<file path="config.mk">
export PLATFORM = sky130hd
export DESIGN_NAME = asr_host
export DESIGN_NICKNAME = d
export VERILOG_FILES = /design/src/asr_pkg.sv /design/src/asr_host.sv /design/src/asr_sync.sv
export SDC_FILE = /design/constraint.sdc
export NUM_CORES = 1
export LEC_CHECK = 0
export ABC_AREA = 1
export BUFFER_PORTS_ARGS = -buffer_cell sky130_fd_sc_hd__buf_4
export CELL_PAD_IN_SITES_DETAIL_PLACEMENT = 1
export CELL_PAD_IN_SITES_GLOBAL_PLACEMENT = 1
export CORE_MARGIN = 5
export CORE_UTILIZATION = 41
export DETAILED_ROUTE_END_ITERATION = 7
export PLACE_DENSITY_LB_ADDON = 0.1
export SLEW_MARGIN = 20
export SYNTH_ARGS = -nofsm -noshare
export SYNTH_HDL_FRONTEND = slang
export SYNTH_SLANG_ARGS = --single-unit
</file>
<file path="constraint.sdc">
create_clock -name sys_clk -period 2.4 [get_ports sys_clk]
set_input_delay 0 -clock sys_clk [delete_from_list [all_inputs] [get_ports sys_clk]]
set_output_delay 0 -clock sys_clk [all_outputs]
set_load 0.01 [all_outputs]
</file>
<file path="src/asr_pkg.sv">
/*
 * package for the asynchronous static memory host controller: pin timing,
 * widths and the carrier structs.
 * assumes a 200 MHz system clock.
 */
package asr_pkg;

    localparam int unsigned CLK_PERIOD_PS = 5000;

    localparam int unsigned ADDR_W = 19;
    localparam int unsigned DATA_W = 8;

    // fastest grade figures, picoseconds
    localparam int unsigned T_RC_PS  = 45000;
    localparam int unsigned T_AA_PS  = 45000;
    localparam int unsigned T_OE_PS  = 22000;
    localparam int unsigned T_HZ_PS  = 18000;
    localparam int unsigned T_OHZ_PS = 18000;
    localparam int unsigned T_WC_PS  = 45000;
    localparam int unsigned T_CW_PS  = 35000;
    localparam int unsigned T_AW_PS  = 35000;
    localparam int unsigned T_WP_PS  = 35000;
    localparam int unsigned T_DW_PS  = 25000;
    localparam int unsigned T_WZ_PS  = 18000;
    localparam int unsigned T_PD_PS  = 45000;

    // least times round up
    localparam int unsigned RD_CYC  = (T_RC_PS + CLK_PERIOD_PS - 1) / CLK_PERIOD_PS;
    localparam int unsigned WR_CYC  = (T_WC_PS + CLK_PERIOD_PS - 1) / CLK_PERIOD_PS;
    localparam int unsigned WP_CYC  = (T_WP_PS + CLK_PERIOD_PS - 1) / CLK_PERIOD_PS;
    localparam int unsigned DW_CYC  = (T_DW_PS + CLK_PERIOD_PS - 1) / CLK_PERIOD_PS;
    localparam int unsigned WZ_CYC  = (T_WZ_PS + CLK_PERIOD_PS - 1) / CLK_PERIOD_PS;
    localparam int unsigned HZ_CYC  = (T_OHZ_PS + CLK_PERIOD_PS - 1) / CLK_PERIOD_PS;
    localparam int unsigned SYNC_CYC = 2;
    // strobe low time covers write pulse, chip-enable and address-valid to end
    localparam int unsigned STROBE_CYC = WP_CYC;
    localparam int unsigned CNT_W = 8;

    typedef enum logic [1:0] {
        ASR_IDLE,
        ASR_READ,
        ASR_WRITE,
        ASR_TURN
    } asr_state_e;

    typedef struct packed {
        logic              write;
        logic [ADDR_W-1:0] word_address;
        logic [DATA_W-1:0] wdata;
    } asr_req_s;

    typedef struct packed {
        logic              chip_sel_n;
        logic              out_en_n;
        logic              wr_strobe_n;
        logic [ADDR_W-1:0] word_address;
        logic [DATA_W-1:0] dq_out;
        logic              dq_oe_n;
    } asr_pins_s;

endpackage

</file>
<file path="src/asr_host.sv">
/*
 * host controller for a 512K x 8 asynchronous static memory: takes one
 * request at a time and sequences address, chip select, output enable,
 * write strobe and the shared data pins.
 * assumes the memory's pins are wired straight to the pin struct and the
 * data pins' level comes back on mem_dq_in; the testbench resolves the bus.
 */
`timescale 1ns/100ps
`default_nettype none
module asr_host #(
    parameter int unsigned RD_CYCLES  = asr_pkg::RD_CYC,
    parameter int unsigned WR_CYCLES  = asr_pkg::WR_CYC,
    parameter int unsigned STB_CYCLES = asr_pkg::STROBE_CYC,
    parameter int unsigned TURN_CYCLES = asr_pkg::HZ_CYC
) (
    input  wire logic                          sys_clk,
    input  wire logic                          reset_n,
    input  wire logic                          req_valid,
    output logic                               req_ready,
    input  wire asr_pkg::asr_req_s             req,
    output logic                               rd_valid,
    output logic [asr_pkg::DATA_W-1:0]         rd_data,
    output asr_pkg::asr_pins_s                 pins,
    input  wire logic [asr_pkg::DATA_W-1:0]    mem_dq_in
);

    // first flop takes the pins one cycle past the access time: data may settle right at that edge
    localparam logic [asr_pkg::CNT_W-1:0] RD_LAST   = asr_pkg::CNT_W'(RD_CYCLES + asr_pkg::SYNC_CYC);
    localparam logic [asr_pkg::CNT_W-1:0] RD_SAMPLE = asr_pkg::CNT_W'(RD_CYCLES + asr_pkg::SYNC_CYC);
    localparam logic [asr_pkg::CNT_W-1:0] WR_LAST   = asr_pkg::CNT_W'(WR_CYCLES - 1);
    localparam logic [asr_pkg::CNT_W-1:0] STB_END   = asr_pkg::CNT_W'(STB_CYCLES);
    localparam logic [asr_pkg::CNT_W-1:0] TURN_LAST = asr_pkg::CNT_W'(TURN_CYCLES - 1);

    asr_pkg::asr_state_e              state_reg;
    asr_pkg::asr_state_e              state_next;
    logic [asr_pkg::CNT_W-1:0]        cnt_reg;
    logic [asr_pkg::CNT_W-1:0]        cnt_next;
    asr_pkg::asr_pins_s               pins_reg;
    asr_pkg::asr_pins_s               pins_next;
    logic [asr_pkg::DATA_W-1:0]       rd_data_reg;
    logic [asr_pkg::DATA_W-1:0]       rd_data_next;
    logic                             rd_valid_reg;
    logic                             rd_valid_next;
    logic [asr_pkg::DATA_W-1:0]       dq_sync;

    asr_sync #(
        .W (asr_pkg::DATA_W)
    ) u_dq_sync (
        .sys_clk  (sys_clk),
        .reset_n  (reset_n),
        .async_in (mem_dq_in),
        .sync_out (dq_sync)
    );

    // a new request is only taken from idle, so cycle times always elapse
    assign req_ready = (state_reg == asr_pkg::ASR_IDLE);

    always_comb begin
        state_next    = state_reg;
        cnt_next      = cnt_reg + 1'b1;
        pins_next     = pins_reg;
        rd_data_next  = rd_data_reg;
        rd_valid_next = 1'b0;
        unique case (state_reg)
            asr_pkg::ASR_IDLE: begin
                cnt_next = '0;
                if (req_valid) begin
                    // address and select change on the same edge
                    pins_next.word_address = req.word_address;
                    pins_next.chip_sel_n   = 1'b0;
                    if (req.write) begin
                        pins_next.out_en_n    = 1'b1;
                        pins_next.wr_strobe_n = 1'b0;
                        pins_next.dq_out      = req.wdata;
                        pins_next.dq_oe_n     = 1'b0;
                        state_next            = asr_pkg::ASR_WRITE;
                    end else begin
                        pins_next.out_en_n    = 1'b0;
                        pins_next.wr_strobe_n = 1'b1;
                        pins_next.dq_oe_n     = 1'b1;
                        state_next            = asr_pkg::ASR_READ;
                    end
                end
            end
            asr_pkg::ASR_READ: begin
                // sample after access time plus synchroniser delay
                if (cnt_reg == RD_SAMPLE) begin
                    rd_data_next  = dq_sync;
                    rd_valid_next = 1'b1;
                end
                if (cnt_reg == RD_LAST) begin
                    pins_next.chip_sel_n = 1'b1;
                    pins_next.out_en_n   = 1'b1;
                    cnt_next             = '0;
                    state_next           = asr_pkg::ASR_TURN;
                end
            end
            asr_pkg::ASR_WRITE: begin
                // strobe and select rise together; data held one more cycle
                if (cnt_reg == STB_END - 1'b1) begin
                    pins_next.wr_strobe_n = 1'b1;
                    pins_next.chip_sel_n  = 1'b1;
                end
                if (cnt_reg == STB_END) begin
                    pins_next.dq_oe_n = 1'b1;
                end
                if (cnt_reg == WR_LAST) begin
                    cnt_next   = '0;
                    state_next = asr_pkg::ASR_IDLE;
                end
            end
            asr_pkg::ASR_TURN: begin
                // let the memory release the bus before the host may drive it
                if (cnt_reg == TURN_LAST) begin
                    cnt_next   = '0;
                    state_next = asr_pkg::ASR_IDLE;
                end
            end
        endcase
    end

    always_ff @(posedge sys_clk or negedge reset_n) begin
        if (!reset_n) begin
            state_reg             <= asr_pkg::ASR_IDLE;
            cnt_reg               <= '0;
            pins_reg.chip_sel_n   <= 1'b1;
            pins_reg.out_en_n     <= 1'b1;
            pins_reg.wr_strobe_n  <= 1'b1;
            pins_reg.word_address <= '0;
            pins_reg.dq_out       <= '0;
            pins_reg.dq_oe_n      <= 1'b1;
            rd_data_reg           <= '0;
            rd_valid_reg          <= 1'b0;
        end else begin
            state_reg    <= state_next;
            cnt_reg      <= cnt_next;
            pins_reg     <= pins_next;
            rd_data_reg  <= rd_data_next;
            rd_valid_reg <= rd_valid_next;
        end
    end

    assign pins     = pins_reg;
    assign rd_data  = rd_data_reg;
    assign rd_valid = rd_valid_reg;

    property p_addr_stable_sel;
        @(posedge sys_clk) disable iff (!reset_n)
        !pins_reg.chip_sel_n && !$past(pins_reg.chip_sel_n) |-> $stable(pins_reg.word_address);
    endproperty
    a_addr_stable_sel: assert property (p_addr_stable_sel) else $error("address moved during access");

    property p_write_pulse;
        @(posedge sys_clk) disable iff (!reset_n)
        $fell(pins_reg.wr_strobe_n) |-> !pins_reg.wr_strobe_n [*7];
    endproperty
    a_write_pulse: assert property (p_write_pulse) else $error("write strobe too short");

    property p_write_data;
        @(posedge sys_clk) disable iff (!reset_n)
        $rose(pins_reg.wr_strobe_n) |-> !pins_reg.dq_oe_n && $stable(pins_reg.dq_out);
    endproperty
    a_write_data: assert property (p_write_data) else $error("write data not held to end");

    property p_write_ends_together;
        @(posedge sys_clk) disable iff (!reset_n)
        $rose(pins_reg.wr_strobe_n) |-> $rose(pins_reg.chip_sel_n);
    endproperty
    a_write_ends_together: assert property (p_write_ends_together) else $error("select and strobe split");

    property p_no_read_write;
        @(posedge sys_clk) disable iff (!reset_n)
        !pins_reg.dq_oe_n |-> pins_reg.out_en_n;
    endproperty
    a_no_read_write: assert property (p_no_read_write) else $error("host drives during read");

    property p_read_cycle;
        @(posedge sys_clk) disable iff (!reset_n)
        $fell(pins_reg.out_en_n) |-> !pins_reg.out_en_n [*8] ##1 !pins_reg.chip_sel_n;
    endproperty
    a_read_cycle: assert property (p_read_cycle) else $error("read cycle too short");

    property p_read_result;
        @(posedge sys_clk) disable iff (!reset_n)
        $fell(pins_reg.out_en_n) |-> ##[1:20] rd_valid_reg;
    endproperty
    a_read_result: assert property (p_read_result) else $error("read data not returned");

    property p_write_cycle;
        @(posedge sys_clk) disable iff (!reset_n)
        $fell(pins_reg.wr_strobe_n) |-> !req_ready [*8];
    endproperty
    a_write_cycle: assert property (p_write_cycle) else $error("write cycle too short");

endmodule
`default_nettype wire

</file>
<file path="src/asr_sync.sv">
/*
 * two flip-flop synchroniser for the data pins read back from the memory.
 * assumes the input is asynchronous to sys_clk.
 */
`timescale 1ns/100ps
`default_nettype none
module asr_sync #(
    parameter int unsigned W = 8
) (
    input  wire logic         sys_clk,
    input  wire logic         reset_n,
    input  wire logic [W-1:0] async_in,
    output logic      [W-1:0] sync_out
);

    logic [W-1:0] meta_reg;
    logic [W-1:0] meta_next;
    logic [W-1:0] sync_reg;
    logic [W-1:0] sync_next;

    always_comb begin
        meta_next = async_in;
        sync_next = meta_reg;
    end

    always_ff @(posedge sys_clk or negedge reset_n) begin
        if (!reset_n) begin
            meta_reg <= '0;
            sync_reg <= '0;
        end else begin
            meta_reg <= meta_next;
            sync_reg <= sync_next;
        end
    end

    assign sync_out = sync_reg;

endmodule
`default_nettype wire

</file>
==> out/qor.csv <==
metric,value,unit
post_cts_buffers,0,
clkSlewWorstSetupHoldPaths,0.08,ns
yosys_warnings,0,
final_cell_mix,"105 x nand2_1, 81 x buf_4, 62 x dfrtp_1",
synth.yosys.seq_area_share,60.96,%
maxCapViolations,0,
status,"complete, no violations",
drt_wl_total,7.935,mm
p_leak,0.002093,uW
cts_tree,built,
die_h,91.42,um
grt_start_max_net_pins,67,
row_count,29,
drt-initial-drc-count,77,
dp.cells,425,
area_delta_synth_final,46.41,%
drive_above_1_share,28.93,%
wl_per_cell,16.57,um
synth_fp_nets,319,
crit_family,flip-flops,
start_util,42.55,%
fin_skew,0.01011,ns
setup_viol_count_final,0,
period_share,74.60,%
ios,80,
finalCriticalPeriod,1.790,ns
die_w,91.42,um
slew_violations,0,
slew-limit-headroom,45.25,%
netlist_instances,272,
required,2.63,ns
slowest_delay,0.43,ns
nets,443,
max_freq,0.5585,GHz
crit_buf_inv,2,
post_cts_resize_count,0,
crit_chain,inv_1 -> ha_1 -> nand2_1 -> inv_2 -> nand2_2 -> mux2_1,
rsz0062_at_grt,no,
final_common_cell,nand2_1,
crit_fanout,11,
tightest_slew,0.8212,ns
finalNonFillerCells,479,
syn_avg_cell_area,9.991,um^2
cts_buffer_depth,2,
first_pass_iters,4,
antenna_found_initial,1,
clockRootBuffer,clkbuf_8,
worst_slack,0.6096,ns
tns,0,ns
drc,0,
grt_overflow,0,
routed_via_density,4.749,
grt_pass1_vias,2516,
synth.cell_area,0.002718,mm^2
cts_made_buffers,9,
core,0.006386,mm^2
netlist.area_leader.share,57.09,%
cts.sinks,66,
cts_htree_levels,3,
synth_area_leader_cell,dfrtp_1,
portBuffers,79,
pre_cts_slack,0.6397,ns
critPathKind,flop to flop,
synth.area.top_cells,"dfrtp_1 57%, nand2_1 15%, dfstp_2 3.9%",
ys_ff_latch,66,
cp-start-kind,flop,
grt_usage,19.93,%
clk_latency,0.34,ns
synth_cell_types,28,
largest_reg_flops,31,
cp_slowest_cell,dfrtp_1,
finalHoldViolCount,0,
min_path_type,primary input to flop,
cts_hold_buf,37,
vias,2275,
vdd_drop_max,0.6257,mV
gp_congestion,0.7834,
crit_arrival,2.02,ns
power_per_cell_area,1077,mW/mm^2
die_area,0.008357,mm^2
utilization,62.30,%
grt_pass1_wl,13.07,mm
dp_hpwl,4.777,mm
ant_nets,0,
critPathCaptureType,flop,
==> metal layers <==
layer,vias to the layer above,GRT usage [%],wire (um)
li1,1093,-,-
met1,1095,23.79,3252
met2,71,32.88,4004
met3,16,6.033,490
met4,0,9.169,189
met5,-,0,0
==> metrics by stage <==
step	total power (uW)	area, um^2	hold WS (ns)
floorplan	2457	2718	-0.2956
finish	4285	3979	0.01567
global placement	3099	3390	0.1092
detailed placement	3147	3390	0.1117
CTS	4257	3976	0.002608
global route	4575	3979	0.05082
==> logic make-up (layout without fill, tap and decap cells) <==
logic type      count (synthesis)  count (layout)  share of synthesized area [%]
compound gates                 14              14                          2.901
simple gates                  148             148                          24.17
buf+inv                        25             154                          4.005
xor+xnor                        3               3                         0.9670
flops                          66              66                          60.96
other cells                     0               1                              0
fa+ha+maj                       8               8                          3.683
mux                             8               8                          3.315
==> synth_stat cells (all sizes together) <==
library cell,count
dfrtp,62
xor2,3
mux2,8
o21ai,8
inv,19
nor2,23
a31oi,1
clkinv,1
o21a,1
nand3b,2
o22ai,1
nand3,13
dfstp,4
nor3,1
ha,8
nand2,109
a21oi,3
buf,5
==> power breakdown <==
part / internal (uW) / switching (uW)
Clock: 587 / 455
Sequential: 1430 / 210
Combinational: 713 / 889
==> area by class of cell <==
| type | instances | area, um^2 |
|---|---|---|
| diodes | 1 | 2.502 |
| clock buffers | 10 | 127.6 |
| clock inverters | 6 | 88.84 |
| fillers | 696 | 2407 |
| inverters | 20 | 76.32 |
| multi-input cells | 181 | 952.2 |
| flip-flops and latches | 66 | 1657 |
| well taps | 77 | 96.34 |
| repair buffers | 118 | 978.4 |
==> final timing paths <==
| kind | startpoint | endpoint | slack [ns] | cells after the start |
|---|---|---|---|---|
| hold reg to reg | u_dq_sync.meta_reg[4] | u_dq_sync.sync_out[4] | 0.35 | 0 |
| setup reg to reg | state_reg[0] | pins[4] | 0.61 | 6 |
| max in group asynchronous | reset_n | pins[14] | 1.56 | 2 |
| setup / recovery | state_reg[0] | pins[4] | 0.61 | 6 |
| hold / removal | req_valid | pins[29] | 0.02 | 5 |
| min in group asynchronous | reset_n | cnt_reg[3] | 0.31 | 2 |
==> tightest hold or removal path: cells and delay by family <==
kind / cells / cell delay, ns
buffers and inverters: 1 / 0.13
and+or+nand+nor: 4 / 0.22
No activity file was read; power rests on OpenSTA's default activity.
